**config.mk**
```make
export PLATFORM = sky130hd
export DESIGN_NAME = agio_top
export DESIGN_NICKNAME = d
export VERILOG_FILES = /design/src/inc/agio_pkg.sv /design/src/inc/agio_reg_if.sv /design/src/rtl/agio_top.sv /design/src/rtl/agio_wb_slave.sv
export VERILOG_INCLUDE_DIRS = /design/src /design/src/inc
export SDC_FILE = /design/constraint.sdc
export NUM_CORES = 1
export LEC_CHECK = 0
export ABC_CLOCK_PERIOD_IN_PS = 2700
export BUFFER_PORTS_ARGS = -buffer_cell sky130_fd_sc_hd__buf_2
export CAP_MARGIN = 15
export CORE_MARGIN = 1
export CORE_UTILIZATION = 43
export DETAILED_ROUTE_END_ITERATION = 7
export PLACE_DENSITY = 0.93
export SYNTH_ARGS = -nofsm -noshare
export SYNTH_HDL_FRONTEND = slang
export SYNTH_SLANG_ARGS = --single-unit
```
**constraint.sdc**
```tcl
create_clock -name clk_i -period 2.7 [get_ports clk_i]
set_clock_uncertainty 0.1 [all_clocks]
set_input_delay 0.27 -clock clk_i [delete_from_list [all_inputs] [get_ports clk_i]]
set_output_delay 0.27 -clock clk_i [all_outputs]
set_load 0.05 [all_outputs]
```
**src/inc/agio_regs.svh**
```systemverilog
`ifndef AGIO_REGS_SVH
`define AGIO_REGS_SVH

// ----------------------------------------------------------------------------
// Register map
// ----------------------------------------------------------------------------

// Register indices; the byte address on the bus is four times the index.
`define AGIO_DIR_IDX 47100
`define AGIO_DATA_IDX 47110
`define AGIO_DIR_ADDR (`AGIO_DIR_IDX * 4)
`define AGIO_DATA_ADDR (`AGIO_DATA_IDX * 4)

// ----------------------------------------------------------------------------
// Field layout and reset values
// ----------------------------------------------------------------------------

// Direction register: one bit per four-line group, set means output.
`define AGIO_DIR_LOWER_BIT 0
`define AGIO_DIR_UPPER_BIT 1
`define AGIO_DIR_WIDTH 2
`define AGIO_DIR_RESET 2'h0
`define AGIO_PATTERN_RESET 8'h00

// Line geometry.
`define AGIO_LINE_COUNT 8
`define AGIO_GROUP_WIDTH 4

// Bus geometry.
`define AGIO_BUS_DATA_WIDTH 32
`define AGIO_BUS_ADDR_WIDTH 32
`define AGIO_BUS_SEL_WIDTH 4

`endif

```
**src/inc/agio_pkg.sv**
```systemverilog
`include "agio_regs.svh"

// ----------------------------------------------------------------------------
// Shared types of the digital line groups
// ----------------------------------------------------------------------------
package agio_pkg;

    // Eight lines as one vector, bit n is line n.
    typedef logic [`AGIO_LINE_COUNT-1:0] agio_line_t;

    // Direction settings of the two groups.
    typedef logic [`AGIO_DIR_WIDTH-1:0] agio_dir_t;

    // Bus words.
    typedef logic [`AGIO_BUS_DATA_WIDTH-1:0] agio_word_t;
    typedef logic [`AGIO_BUS_ADDR_WIDTH-1:0] agio_addr_t;
    typedef logic [`AGIO_BUS_SEL_WIDTH-1:0] agio_sel_t;

    // Which register a bus access selects.
    typedef enum logic [1:0] {
        AGIO_REG_NONE = 2'h0,
        AGIO_REG_DIR = 2'h1,
        AGIO_REG_DATA = 2'h3
    } agio_reg_e;

endpackage : agio_pkg

```
**src/inc/agio_reg_if.sv**
```systemverilog
`timescale 1ns/1ps

// ----------------------------------------------------------------------------
// Register access between the bus slave and the line logic
// ----------------------------------------------------------------------------
interface agio_reg_if;
    import agio_pkg::*;

    logic wr_stb;
    agio_reg_e reg_sel;
    logic lane0;
    agio_line_t wdata;
    agio_word_t rdata;

    modport slave (output wr_stb, output reg_sel, output lane0, output wdata, input rdata);
    modport regs (input wr_stb, input reg_sel, input lane0, input wdata, output rdata);

endinterface : agio_reg_if

```
**src/rtl/agio_top.sv**
```systemverilog
`timescale 1ns/1ps
`include "agio_regs.svh"


// ----------------------------------------------------------------------------
// Asynchronous digital line groups
// ----------------------------------------------------------------------------
module agio_top
    import agio_pkg::*;
#(
    parameter int unsigned LINE_COUNT = `AGIO_LINE_COUNT,
    parameter int unsigned GROUP_WIDTH = `AGIO_GROUP_WIDTH
) (
    // Clock and reset.
    input wire logic clk_i,
    input wire logic rst_i,
    // Wishbone slave.
    input wire logic wb_cyc_i,
    input wire logic wb_stb_i,
    input wire logic wb_we_i,
    input wire agio_pkg::agio_addr_t wb_adr_i,
    input wire agio_pkg::agio_sel_t wb_sel_i,
    input wire agio_pkg::agio_word_t wb_dat_i,
    output logic wb_ack_o,
    output agio_pkg::agio_word_t wb_dat_o,
    // Digital lines, three signals per two-way pin.
    input wire agio_pkg::agio_line_t io_line_i,
    output agio_pkg::agio_line_t io_line_o,
    output agio_pkg::agio_line_t io_line_oe_o
);
    import agio_pkg::*;

    // ------------------------------------------------------------------------
    // Helper functions
    // ------------------------------------------------------------------------

    // Expands the two group direction bits to one enable bit per line.
    function automatic agio_line_t group_mask(input agio_dir_t dir);
        agio_line_t m;
        m = '0;
        for (int i = 0; i < LINE_COUNT; i++) begin
            m[i] = dir[i / GROUP_WIDTH];
        end
        return m;
    endfunction : group_mask

    // Merges new bits into old ones where the mask is set.
    function automatic agio_line_t merge_masked(input agio_line_t old_v, input agio_line_t new_v,
                                                input agio_line_t m);
        return (old_v & ~m) | (new_v & m);
    endfunction : merge_masked

    // ------------------------------------------------------------------------
    // Declarations
    // ------------------------------------------------------------------------

    agio_reg_if rif ();

    agio_dir_t dir_r;
    agio_dir_t dir_nxt;
    agio_line_t pattern_r;
    agio_line_t pattern_nxt;
    agio_line_t oe_r;
    agio_line_t oe_nxt;
    agio_line_t out_r;
    agio_line_t out_nxt;
    agio_line_t sync1_r;
    agio_line_t sync1_nxt;
    agio_line_t sync2_r;
    agio_line_t sync2_nxt;
    agio_line_t dir_wmask;
    agio_line_t out_mask;
    agio_dir_t dir_wval;
    logic dir_we;
    logic data_we;

    // ------------------------------------------------------------------------
    // Bus slave
    // ------------------------------------------------------------------------

    // The slave answers every access one cycle after it is raised.
    agio_wb_slave u_slave (
        .clk_i(clk_i),
        .rst_i(rst_i),
        .wb_cyc_i(wb_cyc_i),
        .wb_stb_i(wb_stb_i),
        .wb_we_i(wb_we_i),
        .wb_adr_i(wb_adr_i),
        .wb_sel_i(wb_sel_i),
        .wb_dat_i(wb_dat_i),
        .wb_ack_o(wb_ack_o),
        .wb_dat_o(wb_dat_o),
        .rif(rif.slave)
    );

    // ------------------------------------------------------------------------
    // Write decode
    // ------------------------------------------------------------------------

    // Only byte lane 0 carries settings and line data; upper lanes are dropped.
    always_comb begin
        dir_we = rif.wr_stb & rif.lane0 & (rif.reg_sel == AGIO_REG_DIR);
        data_we = rif.wr_stb & rif.lane0 & (rif.reg_sel == AGIO_REG_DATA);
        dir_wval = '0;
        dir_wval[`AGIO_DIR_LOWER_BIT] = rif.wdata[`AGIO_DIR_LOWER_BIT];
        dir_wval[`AGIO_DIR_UPPER_BIT] = rif.wdata[`AGIO_DIR_UPPER_BIT];
    end

    // ------------------------------------------------------------------------
    // Direction register
    // ------------------------------------------------------------------------

    // Both group settings are taken from one write, each on its own bit.
    always_comb begin
        dir_nxt = dir_r;
        if (dir_we) begin
            dir_nxt = dir_wval;
        end
    end

    // Holds the direction; reset leaves both groups as inputs.
    always_ff @(posedge clk_i) begin
        if (rst_i) begin
            dir_r <= `AGIO_DIR_RESET;
        end else begin
            dir_r <= dir_nxt;
        end
    end

    // ------------------------------------------------------------------------
    // Output pattern
    // ------------------------------------------------------------------------

    // Bits written for groups that are inputs leave the stored pattern alone.
    always_comb begin
        dir_wmask = group_mask(dir_r);
        pattern_nxt = pattern_r;
        if (data_we) begin
            pattern_nxt = merge_masked(pattern_r, rif.wdata, dir_wmask);
        end
    end

    // Pattern changes only on a software write or on reset, never on any other event.
    always_ff @(posedge clk_i) begin
        if (rst_i) begin
            pattern_r <= `AGIO_PATTERN_RESET;
        end else begin
            pattern_r <= pattern_nxt;
        end
    end

    // ------------------------------------------------------------------------
    // Pin drivers
    // ------------------------------------------------------------------------

    // Enables and levels follow the registers of the next cycle, so both
    // come straight from flip-flops and change on the same edge.
    always_comb begin
        out_mask = group_mask(dir_nxt);
        oe_nxt = out_mask;
        out_nxt = pattern_nxt & out_mask;
    end

    // Pin output registers; nothing is driven while in reset.
    always_ff @(posedge clk_i) begin
        if (rst_i) begin
            oe_r <= '0;
            out_r <= '0;
        end else begin
            oe_r <= oe_nxt;
            out_r <= out_nxt;
        end
    end

    assign io_line_o = out_r;
    assign io_line_oe_o = oe_r;

    // ------------------------------------------------------------------------
    // Input synchroniser
    // ------------------------------------------------------------------------

    // Pin levels pass two flip-flops before the read path looks at them.
    always_comb begin
        sync1_nxt = io_line_i;
        sync2_nxt = sync1_r;
    end

    // Synchroniser stages; the first is read by the second alone.
    always_ff @(posedge clk_i) begin
        if (rst_i) begin
            sync1_r <= '0;
            sync2_r <= '0;
        end else begin
            sync1_r <= sync1_nxt;
            sync2_r <= sync2_nxt;
        end
    end

    // ------------------------------------------------------------------------
    // Read mux
    // ------------------------------------------------------------------------

    // Line reads show the pins themselves, so outputs read back as driven.
    always_comb begin
        rif.rdata = '0;
        unique case (rif.reg_sel)
            AGIO_REG_DIR: begin
                rif.rdata[`AGIO_DIR_WIDTH-1:0] = dir_r;
            end
            AGIO_REG_DATA: begin
                rif.rdata[`AGIO_LINE_COUNT-1:0] = sync2_r;
            end
            AGIO_REG_NONE: begin
                rif.rdata = '0;
            end
            default: begin
                rif.rdata = '0;
            end
        endcase
    end

endmodule : agio_top

```
**src/rtl/agio_wb_slave.sv**
```systemverilog
`timescale 1ns/1ps
`include "agio_regs.svh"

// ----------------------------------------------------------------------------
// Classic Wishbone slave with one wait state
// ----------------------------------------------------------------------------
module agio_wb_slave
    import agio_pkg::*;
(
    // Clock and reset.
    input wire logic clk_i,
    input wire logic rst_i,
    // Wishbone slave.
    input wire logic wb_cyc_i,
    input wire logic wb_stb_i,
    input wire logic wb_we_i,
    input wire agio_pkg::agio_addr_t wb_adr_i,
    input wire agio_pkg::agio_sel_t wb_sel_i,
    input wire agio_pkg::agio_word_t wb_dat_i,
    output logic wb_ack_o,
    output agio_pkg::agio_word_t wb_dat_o,
    // Register side.
    agio_reg_if.slave rif
);
    import agio_pkg::*;

    logic ack_r;
    logic ack_nxt;
    agio_word_t dat_r;
    agio_word_t dat_nxt;
    logic req;

    // Address decode; unmapped addresses select nothing and read as zero.
    always_comb begin
        req = wb_cyc_i & wb_stb_i;
        if (wb_adr_i == agio_addr_t'(`AGIO_DIR_ADDR)) begin
            rif.reg_sel = AGIO_REG_DIR;
        end else if (wb_adr_i == agio_addr_t'(`AGIO_DATA_ADDR)) begin
            rif.reg_sel = AGIO_REG_DATA;
        end else begin
            rif.reg_sel = AGIO_REG_NONE;
        end
        rif.lane0 = wb_sel_i[0];
        rif.wdata = wb_dat_i[`AGIO_LINE_COUNT-1:0];
        // The write lands on the edge at which the master sees ack.
        rif.wr_stb = req & wb_we_i & ack_r;
    end

    // Ack rises one cycle after the request and falls in the next cycle.
    always_comb begin
        ack_nxt = req & ~ack_r;
        dat_nxt = dat_r;
        if (req & ~ack_r) begin
            dat_nxt = wb_we_i ? '0 : rif.rdata;
        end
    end

    // Handshake registers.
    always_ff @(posedge clk_i) begin
        if (rst_i) begin
            ack_r <= 1'b0;
            dat_r <= '0;
        end else begin
            ack_r <= ack_nxt;
            dat_r <= dat_nxt;
        end
    end

    assign wb_ack_o = ack_r;
    assign wb_dat_o = dat_r;

endmodule : agio_wb_slave

```
==> metrics.md, run 1 <==
| Metric | Value |
|---|---|
| Post-CTS setup buffers | `0` |
| Routed len/inst | `10.8 um` |
| Share of cells above drive strength 1 | `38.0%` |
| Reg clk slew, reported paths | `approximately 0.08 ns` |
| Critical path type | `reg -> reg` |
| Nets@finish | `330` |
| Worst slew margin | `66.5%` |
| First-pass GRT wire length | `4760 um` |
| ANT cells | `0` |
| GRT overflow | `0` |
| Setup violators final | `0` |
| Skew-Pair Late Insertion Delay | `roughly 0.29 ns` |
| Initial Util | `44.8%` |
| HPWL after DPL | `2540 um` |
| CTS tree | `built` |
| Flops & latches, synth | `43` |
| Pwr/cell area | `~540 mW/mm^2` |
| CP endpoint kind | `flop` |
| Synth async-reset ratio | `0%` |
| Max clock buf depth | `2` |
| Final Util | `54.6%` |
| Port bufs | `78` |
| Crit path time final | `between 1.5 and 2 ns` |
| Mapped Avg Cell Area | `between 10 and 15 sq um` |
| YS warnings | `0` |
| Leak Pwr | `1.06 nW` |
| Setup crit start kind | `flop` |
| Final hold vios | `0` |
| Seq/Total Area, Yosys | `48.0%` |
| Measured slew at the worst slew-check pin | `0.496 ns` |
| Cts bufs inserted | `5` |
| Worst EP arrival | `2.09 ns` |
| Detailed-route via count | `1,360` |
| Num rows | `23` |
| Hold Path Class | `in -> reg` |
| GPL Wtd Cong | `0.693` |
| WP data required | `2.82 ns` |
| DRC | `0` |
| Vias in the first global route | `approximately 1,100` |
| Critical Path Fanout Max | `10` |
| Final wirelength | `3230 um` |
| Fill cells | `371` |
| Commonest non-fill, non-tap cells in the layout | `buf_2 (78), dfxtp_1 (43), nor2_1 (26), conb_1 (24), nor2b_1 (20)` |
| # hold bufs at CTS | `0` |
| 1st-pass router iterations | `4` |
| Commonest non-fill, non-tap cell in the layout | `buf_2` |
| H-tree levels | `2` |
| Die Wd | `66.6 um` |
| Post-synth EDFFs | `0` |
| Starting DRC count in detailed routing | `34` |
| Setup TNS | `0 ns` |
| Antenna violations before repair | `0` |
| Max Cap Viol | `0` |
| Via density | `4.53` |
| CTS resizes | `0` |
| Post-synthesis cell area | `0.00179 sq mm` |
| Largest net degree at the start of global routing | `25` |
| Num ports | `130` |
| Clock Sinks | `43` |
| Final period utilization | `between 70 and 80%` |
| Post-synthesis cell count | `174` |
| Core area | `0.00400 sq mm` |
| Clock root buffer | `clkbuf_8` |
| Die Span Y | `66.6 um` |
| Reg area | `roughly 860 sq um` |
| Unique masters post-synth | `29` |
| Worst vdd ir | `0.316 mV` |
| Post-route ant nets | `0` |
| Multi-input gate area | `771 sq um` |
| Synth Flop Type | `dfxtp_1` |
| P&R area growth vs syn | `21.8%` |
| Die ar. | `0.00443 sq mm` |
| RSZ-0062 raised after global routing | `false` |
| Max Clk Rate | `0.506 GHz` |
| Fin. max-slew vios | `0` |
| Total GRT Usage | `15.2%` |
| Run status | `finished clean` |
-- power breakdown --
| part | switching, mW | leakage, nW | internal (mW) | total [mW] |
|---|---|---|---|---|
| logic | 0.108 | 0.663 | 0.0408 | 0.148 |
| registers | 0.00279 | 0.350 | 0.645 | 0.648 |
| clock network | 0.202 | 0.0477 | 0.177 | 0.379 |
| total | 0.313 | 1.06 | 0.863 | 1.18 |
-- cell type report --
| type | count | share of cell area, % |
|---|---|---|
| Clock buffer | 5 | 3.15 |
| Clock inverter | 3 | 0.688 |
| Inverter | 2 | 0.344 |
| Multi-Input combinational cell | 118 | 35.3 |
| Sequential cell | 43 | 39.4 |
| Tap cell | 50 | 2.87 |
| Timing Repair Buffer | 79 | 18.2 |
-- synthesized netlist by cell type (2+ instances only) --
cell type,n,area share [%]
a21oi_1,2,0.56
a22oi_1,6,2.5
a32oi_1,2,0.98
buf_4,30,13
clkbuf_1,3,0.63
dfxtp_1,43,48
inv_1,2,0.42
mux2i_1,10,5.6
nand2_1,5,1.0
nand4_1,2,0.70
nor2_1,26,5.4
nor2b_1,20,7.0
nor4_1,3,1.0
nor4_4,4,4.7
nor4b_1,2,0.98
-- worst max-delay path, cell delays in order (launching register included) --
cell and delay, ns:
dfxtp_1 0.32, nand3b_1 0.38, nand4bb_1 0.41, nor4_4 0.42, nand2_1 0.10, a21oi_1 0.17
-- flip-flops by register name, indices dropped and copies added, names as in the netlist --
signal	count
u_slave.wb_dat_o	8
io_line_o	8
u_slave.wb_ack_o	1
sync2_r	8
sync1_r	8
pattern_r	8
dir_r	2
-- layer usage --
layer | up-vias | GRT usage [%] | part of all wire [%]
met5 | - | 0 | 0
met4 | 0 | 8.24 | 1.6
met3 | 7 | 5.48 | 9.4
met2 | 74 | 27.7 | 50
met1 | 592 | 14.6 | 39
li1 | 687 | - | -
-- through the flow --
step / std cells / total power [mW] / instance area, sq um / hold WS (ns) / setup WS (ns)
2_1_floorplan: 197 / 0.791 / 1880 / 0.298 / 0.675
3_3_place_gp: 292 / 0.809 / 2100 / 0.317 / 0.512
3_5_place_dp: 292 / 0.811 / 2100 / 0.321 / 0.510
4_1_cts: 300 / 1.19 / 2180 / 0.0756 / 0.683
5_1_grt: 300 / 1.24 / 2180 / 0.0849 / 0.417
6_report: 300 / 1.18 / 2180 / 0.0884 / 0.725
-- final timing paths --
path,startpoint,to,slack [ns],cells after the start
max,u_slave.wb_ack_o$_SDFF_PP0_,u_slave.wb_dat_o[1]$_SDFFE_PP0P_,0.73,5
max reg2reg,u_slave.wb_ack_o$_SDFF_PP0_,u_slave.wb_dat_o[1]$_SDFFE_PP0P_,0.73,5
min reg2reg,sync1_r[0]$_SDFF_PP0_,sync2_r[0]$_SDFF_PP0_,0.33,1
min,io_line_i[7],sync1_r[7]$_SDFF_PP0_,0.09,2
-- logic make-up (layout without fill, tap and decap cells) --
logic type	after synthesis	count (layout)	synth area share, %
AOI/OAI and AO/OA	10	10	4.05
buffers and inverters	36	89	13.8
DFF	43	43	48.0
and+or+nand+nor	74	74	28.3
muxes	10	10	5.58
other	1	24	0.209
(Power assumes the default switching activity.)
==> inputs of run 2 (changes only) <==
- ABC_AREA: not set -> 1
- ABC_CLOCK_PERIOD_IN_PS: 2700 -> 1900
- PLACE_DENSITY: 0.93 -> 0.89
- clock period: 2.7 -> 1.9 ns (I/O delays scaled with it)
==> run 2 against run 1 <==
Against the previous run: die area up 17%; sequential share of layout area is 6.4 points lower; final cell count up 56%; critical endpoint is now u_slave.wb_dat_o[7]$_SDFFE_PP0P_.
==> metrics.md, run 2 <==
| Metric | Value |
|---|---|
| Run status | `finished clean` |
| # hold bufs at CTS | `7 (+7)` |
| CP endpoint kind | `flop` |
| Commonest non-fill, non-tap cell in the layout | `nand2_1` |
| DRC | `0 (unchanged)` |
| HPWL after DPL | `3200 um (+26%)` |
| Post-synthesis cell count | `320 (+84%)` |
| Share of cells above drive strength 1 | `25.4% (-13 points)` |
| Fin. max-slew vios | `0 (unchanged)` |
| Total GRT Usage | `16.2% (+1.0 points)` |
| Setup TNS | `0 ns (unchanged)` |
| Most instantiated library cell after synthesis | `nand2_1` |
| Largest net degree at the start of global routing | `22 (-12%)` |
| Final wirelength | `4110 um (+27%)` |
| Clock power frac | `37.4% (+5.1 points)` |
| Antenna violations before repair | `0 (unchanged)` |
| Pint | `1.38 mW (+60%)` |
| 1st-pass router iterations | `4 (unchanged)` |
| Largest area contributor in the netlist | `dfxtp_1` |
| Pwr/cell area | `713 mW/mm^2 (+32%)` |
| Final hold vios | `0 (unchanged)` |
| Post-synthesis cell area | `0.00211 sq mm (+18%)` |
| Synth async-reset ratio | `0% (unchanged)` |
| Worst hold slack | `0.00187 ns (-0.0865 ns)` |
| Max Cap Viol | `0 (unchanged)` |
| Skew-Pair Late Insertion Delay | `0.29 ns (about the same)` |
| CTS resizes | `0 (unchanged)` |
| Flops & latches, synth | `43 (unchanged)` |
| GRT overflow | `0 (unchanged)` |
| Unique masters post-synth | `19 (-34%)` |
| Largest cells by area after synthesis | `dfxtp_1 (41%), nand2_1 (15%), nor2_1 (13%)` |
| ANT cells | `0 (unchanged)` |
| RSZ-0062 raised after global routing | `false` |
| Max clock buf depth | `2 (unchanged)` |
| Crit path launch | `u_slave.wb_ack_o$_SDFF_PP0_` |
| Post-CTS setup buffers | `0 (unchanged)` |
| Initial Util | `44.6% (-0.19 points)` |
| Setup violators final | `0 (unchanged)` |
| HP Start | `io_line_i[4]` |
| GPL Wtd Cong | `0.788 (+14%)` |
| Post-synth EDFFs | `0 (unchanged)` |
| Detailed-route via count | `1,965 (+44%)` |
| Part of the power in registers | `49.5% (-5.6 points)` |
| Leak Pwr | `1.41 nW (+33%)` |
| WP data required | `2.01 ns (-0.81 ns)` |
| Crit path time final | `1.46 ns (-0.515 ns)` |
| Clock root buffer | `clkbuf_8` |
| Die ar. | `0.00519 sq mm (+17%)` |
| Seq/Total Area, Yosys | `40.8% (-7.2 points)` |
| CTS tree | `built` |
| Mapped Avg Cell Area | `6.59 sq um (-36%)` |
| First-pass GRT wire length | `6710 um (+41%)` |
| Die Span Y | `72.0 um (+8.2%)` |
| Top cell type's share of synthesized area | `40.8% (-7.2 points)` |
| Comb pwr share | `13.1% (+0.5 points)` |
| Clock Sinks | `43 (unchanged)` |
| Hold Path Class | `in -> reg` |
| Synth Flop Type | `dfxtp_1` |
| Nets@finish | `482 (+46%)` |
| Num ports | `130 (unchanged)` |
| Reg clk slew, reported paths | `0.08 ns (about the same)` |
| Worst EP arrival | `1.57 ns (-0.52 ns)` |
| Core area | `0.00472 sq mm (+18%)` |
| Cts bufs inserted | `5 (unchanged)` |
| Critical Path Fanout Max | `10 (unchanged)` |
| Switch share | `26.0% (-0.63 points)` |
| P&R area growth vs syn | `23.8%` |
| YS warnings | `0 (unchanged)` |
| Setup crit start kind | `flop` |
| Post-route ant nets | `0 (unchanged)` |
| Final Util | `55.3% (+0.68 points)` |
| Final period utilization | `76.8% (+3.7 points)` |
| Psw | `0.483 mW (+55%)` |
| Commonest non-fill, non-tap cells in the layout | `nand2_1 (83), buf_2 (78), nor2_1 (74), inv_1 (47), dfxtp_1 (43)` |
| Max Clk Rate | `0.685 GHz (+35%)` |
| H-tree levels | `2 (unchanged)` |
| Vias in the first global route | `1,732 (+56%)` |
| Worst vdd ir | `0.617 mV (+95%)` |
| Via density | `4.19 (-7.6%)` |
| Starting DRC count in detailed routing | `53 (+56%)` |
| Reg-to-Reg Start | `u_slave.wb_ack_o$_SDFF_PP0_` |
| Port bufs | `78 (unchanged)` |
| Critical path type | `reg -> reg` |
| Commonest cells post-synth | `nand2_1 (83), nor2_1 (74), inv_1 (47), dfxtp_1 (43), buf_4 (30)` |
| Die Wd | `72.0 um (+8.2%)` |
| Num rows | `25 (+8.7%)` |
| Routed len/inst | `8.77 um (-19%)` |
==> run 2: changes by cell type in the layout (fill, tap and decap cells not counted), moves of 5 or more <==
cell / previous run / this run
nand2_1: 5 / 83
inv_2: 0 / 5
mux2i_1: 10 / 0
inv_1: 2 / 47
nand3_1: 1 / 12
dlygate4sd3_1: 0 / 7
a22oi_1: 6 / 0
nor2_1: 26 / 74
nor2b_1: 20 / 0
==> run 2: cell families (layout without fill, tap and decap cells) <==
group | after synthesis | in the layout | synth area share [%]
AOI/OAI and AO/OA | 8 | 8 | 2.08
buffers and inverters | 88 | 147 | 21.4
DFF | 43 | 43 | 40.8
other | 1 | 24 | 0.178
and+or+nand+nor | 180 | 180 | 35.5
==> run 2: final timing paths <==
check / to / depth (start not counted) / slack, ns
worst max-delay path: u_slave.wb_dat_o[7]$_SDFFE_PP0P_ / 6 / 0.44
worst min-delay path: sync1_r[4]$_SDFF_PP0_ / 3 / 0.002
worst max register to register: u_slave.wb_dat_o[7]$_SDFFE_PP0P_ / 6 / 0.44
worst min register to register: sync2_r[0]$_SDFF_PP0_ / 2 / 0.30
==> run 2: final cells by class <==
type | instances | area (sq um)
Timing Repair Buffer | 87 | 475
Inverter | 52 | 195
Clock inverter | 3 | 43.8
Multi-Input combinational cell | 212 | 882
Sequential cell | 43 | 861
Tap cell | 67 | 83.8
Fill cell | 466 | 2110
Clock buffer | 5 | 68.8
==> run 2: power by group through the flow <==
| stage | combinational [mW] | clock (mW) | sequential [mW] |
|---|---|---|---|
| 2_1_floorplan | 0.201 | 0 | 0.944 |
| 3_3_place_gp | 0.229 | 0 | 0.942 |
| 3_5_place_dp | 0.233 | 0 | 0.943 |
| 4_1_cts | 0.244 | 0.703 | 0.921 |
| 5_1_grt | 0.267 | 0.742 | 0.923 |
| 6_report | 0.244 | 0.695 | 0.921 |
==> run 2: routing by layer <==
| layer | wire (um) | GRT usage (%) | part of all wire (%) | vias to the layer above |
|---|---|---|---|---|
| met5 | 0 | 0 | 0 | - |
| met4 | 59 | 5.23 | 1.4 | 0 |
| met3 | 294 | 3.89 | 7.2 | 8 |
| met2 | 2060 | 31.4 | 50 | 82 |
| met1 | 1700 | 17.1 | 41 | 833 |
| li1 | - | - | - | 1042 |
==> run 2: worst max-delay path, stage by stage (launching register included) <==
cell     delay, ns
dfxtp_1       0.33
or2_1         0.38
nor2_4        0.15
nand3_2       0.12
inv_2         0.11
nand2_1       0.06
a21oi_1       0.14
==> run 2: metrics by stage <==
stage | total power [mW] | area [sq um] | std cells | worst slack, ns
global route | 1.93 | 2610 | 469 | 0.295
finish | 1.86 | 2610 | 469 | 0.441
floorplan | 1.15 | 2190 | 343 | 0.313
global placement | 1.17 | 2430 | 454 | 0.435
CTS | 1.87 | 2610 | 469 | 0.404
detailed placement | 1.18 | 2430 | 454 | 0.384
==> inputs of run 3 (changes only) <==
- ABC_AREA: 1 -> 0
- ABC_CLOCK_PERIOD_IN_PS: 1900 -> 1400
- CORE_UTILIZATION: 43 -> 40
- PLACE_DENSITY: 0.89 -> 0.88
- clock period: 1.9 -> 1.4 ns (I/O delays scaled with it)
==> run 3 against run 2 <==
Against the previous run: the run now ends with setup timing left; power rose by 26%; final area fell by 2.5%; final cell count fell by 32%; sequential power rose by 36%; global-route usage fell by 0.43 points; utilization rose by 6.2 points; routed wire length fell by 9.7%; hold slack improved by 0.017 ns; sequential share of layout area rose by 1.1 points.
==> metrics.md, run 3 (same netlist as run 1, synthesis figures left out) <==
| Metric | Value |
|---|---|
| GPL Wtd Cong | `0.700 (-11%)` |
| Pwr/cell area | `923 mW/mm^2 (+29%)` |
| Final period utilization | `119% (+42 points)` |
| Depth of the most critical reg-to-reg path | `6 (unchanged)` |
| Pint | `1.74 mW (+26%)` |
| Largest net degree at the start of global routing | `23 (+4.5%)` |
| Total GRT Usage | `15.8% (-0.43 points)` |
| Final hold vios | `0 (unchanged)` |
| Commonest non-fill, non-tap cells in the layout | `buf_2 (78), dfxtp_1 (40), nor2_1 (26), conb_1 (24), nor2b_1 (20)` |
| Switch share | `25.9% (-0.034 points)` |
| Final wirelength | `3710 um (-9.7%)` |
| Critical Path Fanout Max | `4 (-6)` |
| Num ports | `130 (unchanged)` |
| Max Clk Rate | `0.602 GHz (-12%)` |
| Worst EP arrival | `1.74 ns (+0.17 ns)` |
| Share of cells above drive strength 1 | `50.9% (+26 points)` |
| H-tree levels | `2 (unchanged)` |
| Setup crit start kind | `flop` |
| Part of the power in registers | `53.2% (+3.7 points)` |
| HPWL after DPL | `2740 um (-14%)` |
| Clock root buffer | `clkbuf_8` |
| Final Util | `61.4% (+6.2 points)` |
| Setup violators final | `26 (+26)` |
| Detailed-route via count | `1,463 (-26%)` |
| Critical Path Sink | `io_line_o[3]$_SDFF_PP0_` |
| Clock power frac | `32.4% (-5.0 points)` |
| Routed len/inst | `11.6 um (+32%)` |
| Hold Path Class | `in -> reg` |
| Non-filler instance count after layout | `321 (-32%)` |
| Port bufs | `78 (unchanged)` |
| Worst vdd ir | `0.578 mV (-6.4%)` |
| DRC | `0 (unchanged)` |
| Post-route ant nets | `0 (unchanged)` |
| Psw | `0.609 mW (+26%)` |
| Antenna violations before repair | `0 (unchanged)` |
| Leak Pwr | `1.19 nW (-15%)` |
| Commonest non-fill, non-tap cell in the layout | `buf_2` |
| P&R area growth vs syn | `41.9%` |
| Reg-to-Reg Start | `u_slave.wb_ack_o$_SDFF_PP0_` |
| Nets@finish | `352 (-27%)` |
| Clock Sinks | `43 (unchanged)` |
| Reg clk slew, reported paths | `0.08 ns (about the same)` |
| Die Wd | `69.0 um (-4.3%)` |
| Num rows | `23 (-8.0%)` |
| RSZ-0062 raised after global routing | `true` |
| First-pass GRT wire length | `5260 um (-22%)` |
| Fin. max-slew vios | `0 (unchanged)` |
| Max clock buf depth | `2 (unchanged)` |
| CTS tree | `built` |
| Skew-Pair Late Insertion Delay | `0.29 ns (about the same)` |
| Setup WS post-layout | `-0.260 ns (-0.701 ns)` |
| Max Cap Viol | `0 (unchanged)` |
| Core area | `0.00414 sq mm (-12%)` |
| Cts bufs inserted | `5 (unchanged)` |
| Crit path launch | `u_slave.wb_ack_o$_SDFF_PP0_` |
| Starting DRC count in detailed routing | `35 (-34%)` |
| Critical path type | `reg -> reg` |
| Failing checks | `setup timing` |
| 1st-pass router iterations | `4 (unchanged)` |
| Initial Util | `43.3% (-1.4 points)` |
| Comb pwr share | `14.4% (+1.3 points)` |
| Setup slack, reg-to-reg | `-0.26 ns (-0.70 ns)` |
| Crit path time final | `1.66 ns (+0.201 ns)` |
| Die ar. | `0.00475 sq mm (-8.3%)` |
| Vias in the first global route | `1,324 (-24%)` |
| ANT cells | `0 (unchanged)` |
| DP Cell Count | `305 (-33%)` |
| GRT overflow | `0 (unchanged)` |
| CP endpoint kind | `flop` |
| Run status | `complete, but fails checks` |
| WP data required | `1.48 ns (-0.53 ns)` |
| Die Span Y | `69.0 um (-4.3%)` |
| Reg2reg end | `io_line_o[3]$_SDFF_PP0_` |
| Via density | `4.56 (+8.8%)` |
==> run 3: cell types whose count changed in the layout (fill, tap and decap cells not counted), moves of 10 or more <==
cell	change
buf_4	+10
inv_1	-45
nand2_1	-80
nand3_1	-11
nor2_1	-48
nor2b_1	+20
==> run 3: routing by layer <==
layer / GRT usage, % / vias to the layer above / share of wire (%)
li1: - / 727 / -
met3: 6.41 / 6 / 9.8
met2: 29.7 / 77 / 50
met4: 7.14 / 0 / 1.6
met5: 0 / - / 0
met1: 14.6 / 653 / 38
==> run 3: layout make-up <==
class	count	area [sq um]
Tap cell	50	62.6
Sequential cell	43	867
Timing Repair Buffer	101	594
Clock buffer	6	82.6
Inverter	2	7.51
Clock inverter	1	5.00
Multi-Input combinational cell	118	926
Fill cell	355	1600
==> run 3: worst max-delay path, stage by stage (launching register included) <==
cell and delay (ns):
dfxtp_4 0.34, and4_4 0.21, nand4_4 0.14, nor4_4 0.26, buf_6 0.18, mux2i_2 0.25
nor2_1 0.07
==> run 3: worst min path at each step <==
stage,from,endpoint,cells after the start
6_report,wb_dat_i[4],pattern_r[4]$_SDFF_PP0_,3
5_1_grt,wb_dat_i[4],pattern_r[4]$_SDFF_PP0_,3
4_1_cts,wb_dat_i[6],pattern_r[6]$_SDFF_PP0_,3
3_5_place_dp,io_line_i[0],sync1_r[0]$_SDFF_PP0_,2
3_3_place_gp,io_line_i[6],sync1_r[6]$_SDFF_PP0_,2
2_1_floorplan,io_line_i[0],sync1_r[0]$_SDFF_PP0_,1
==> run 3: stage by stage <==
stage	power, mW	hold WS [ns]	area [sq um]	setup TNS, ns	setup WS [ns]
2_1_floorplan	1.53	0.168	1930	-6.98	-0.306
3_3_place_gp	1.58	0.248	2250	-9.51	-0.441
3_5_place_dp	1.58	0.252	2250	-10.14	-0.508
4_1_cts	2.37	0.00396	2490	-4.86	-0.268
5_1_grt	2.47	-0.000101	2540	-7.75	-0.362
6_report	2.35	0.0188	2540	-5.07	-0.260
==> run 3: power groups by stage <==
stage / clock network [mW] / registers (mW) / logic, mW
CTS: 0.788 / 1.25 / 0.334
floorplan: 0 / 1.28 / 0.248
finish: 0.762 / 1.25 / 0.337
global placement: 0 / 1.28 / 0.304
global route: 0.854 / 1.25 / 0.362
detailed placement: 0 / 1.28 / 0.307
==> run 3: timing repair <==
item / 4_1_cts / 5_1_grt
endpoints found under the setup margin: 26 / 26
pin swaps: 11 / 13
resized for setup: 12 / 12
cloned: 0 / 0
setup buffers: 1 / 0
hold endpoints to repair: 8 / 0
hold buffers: 8 / 0
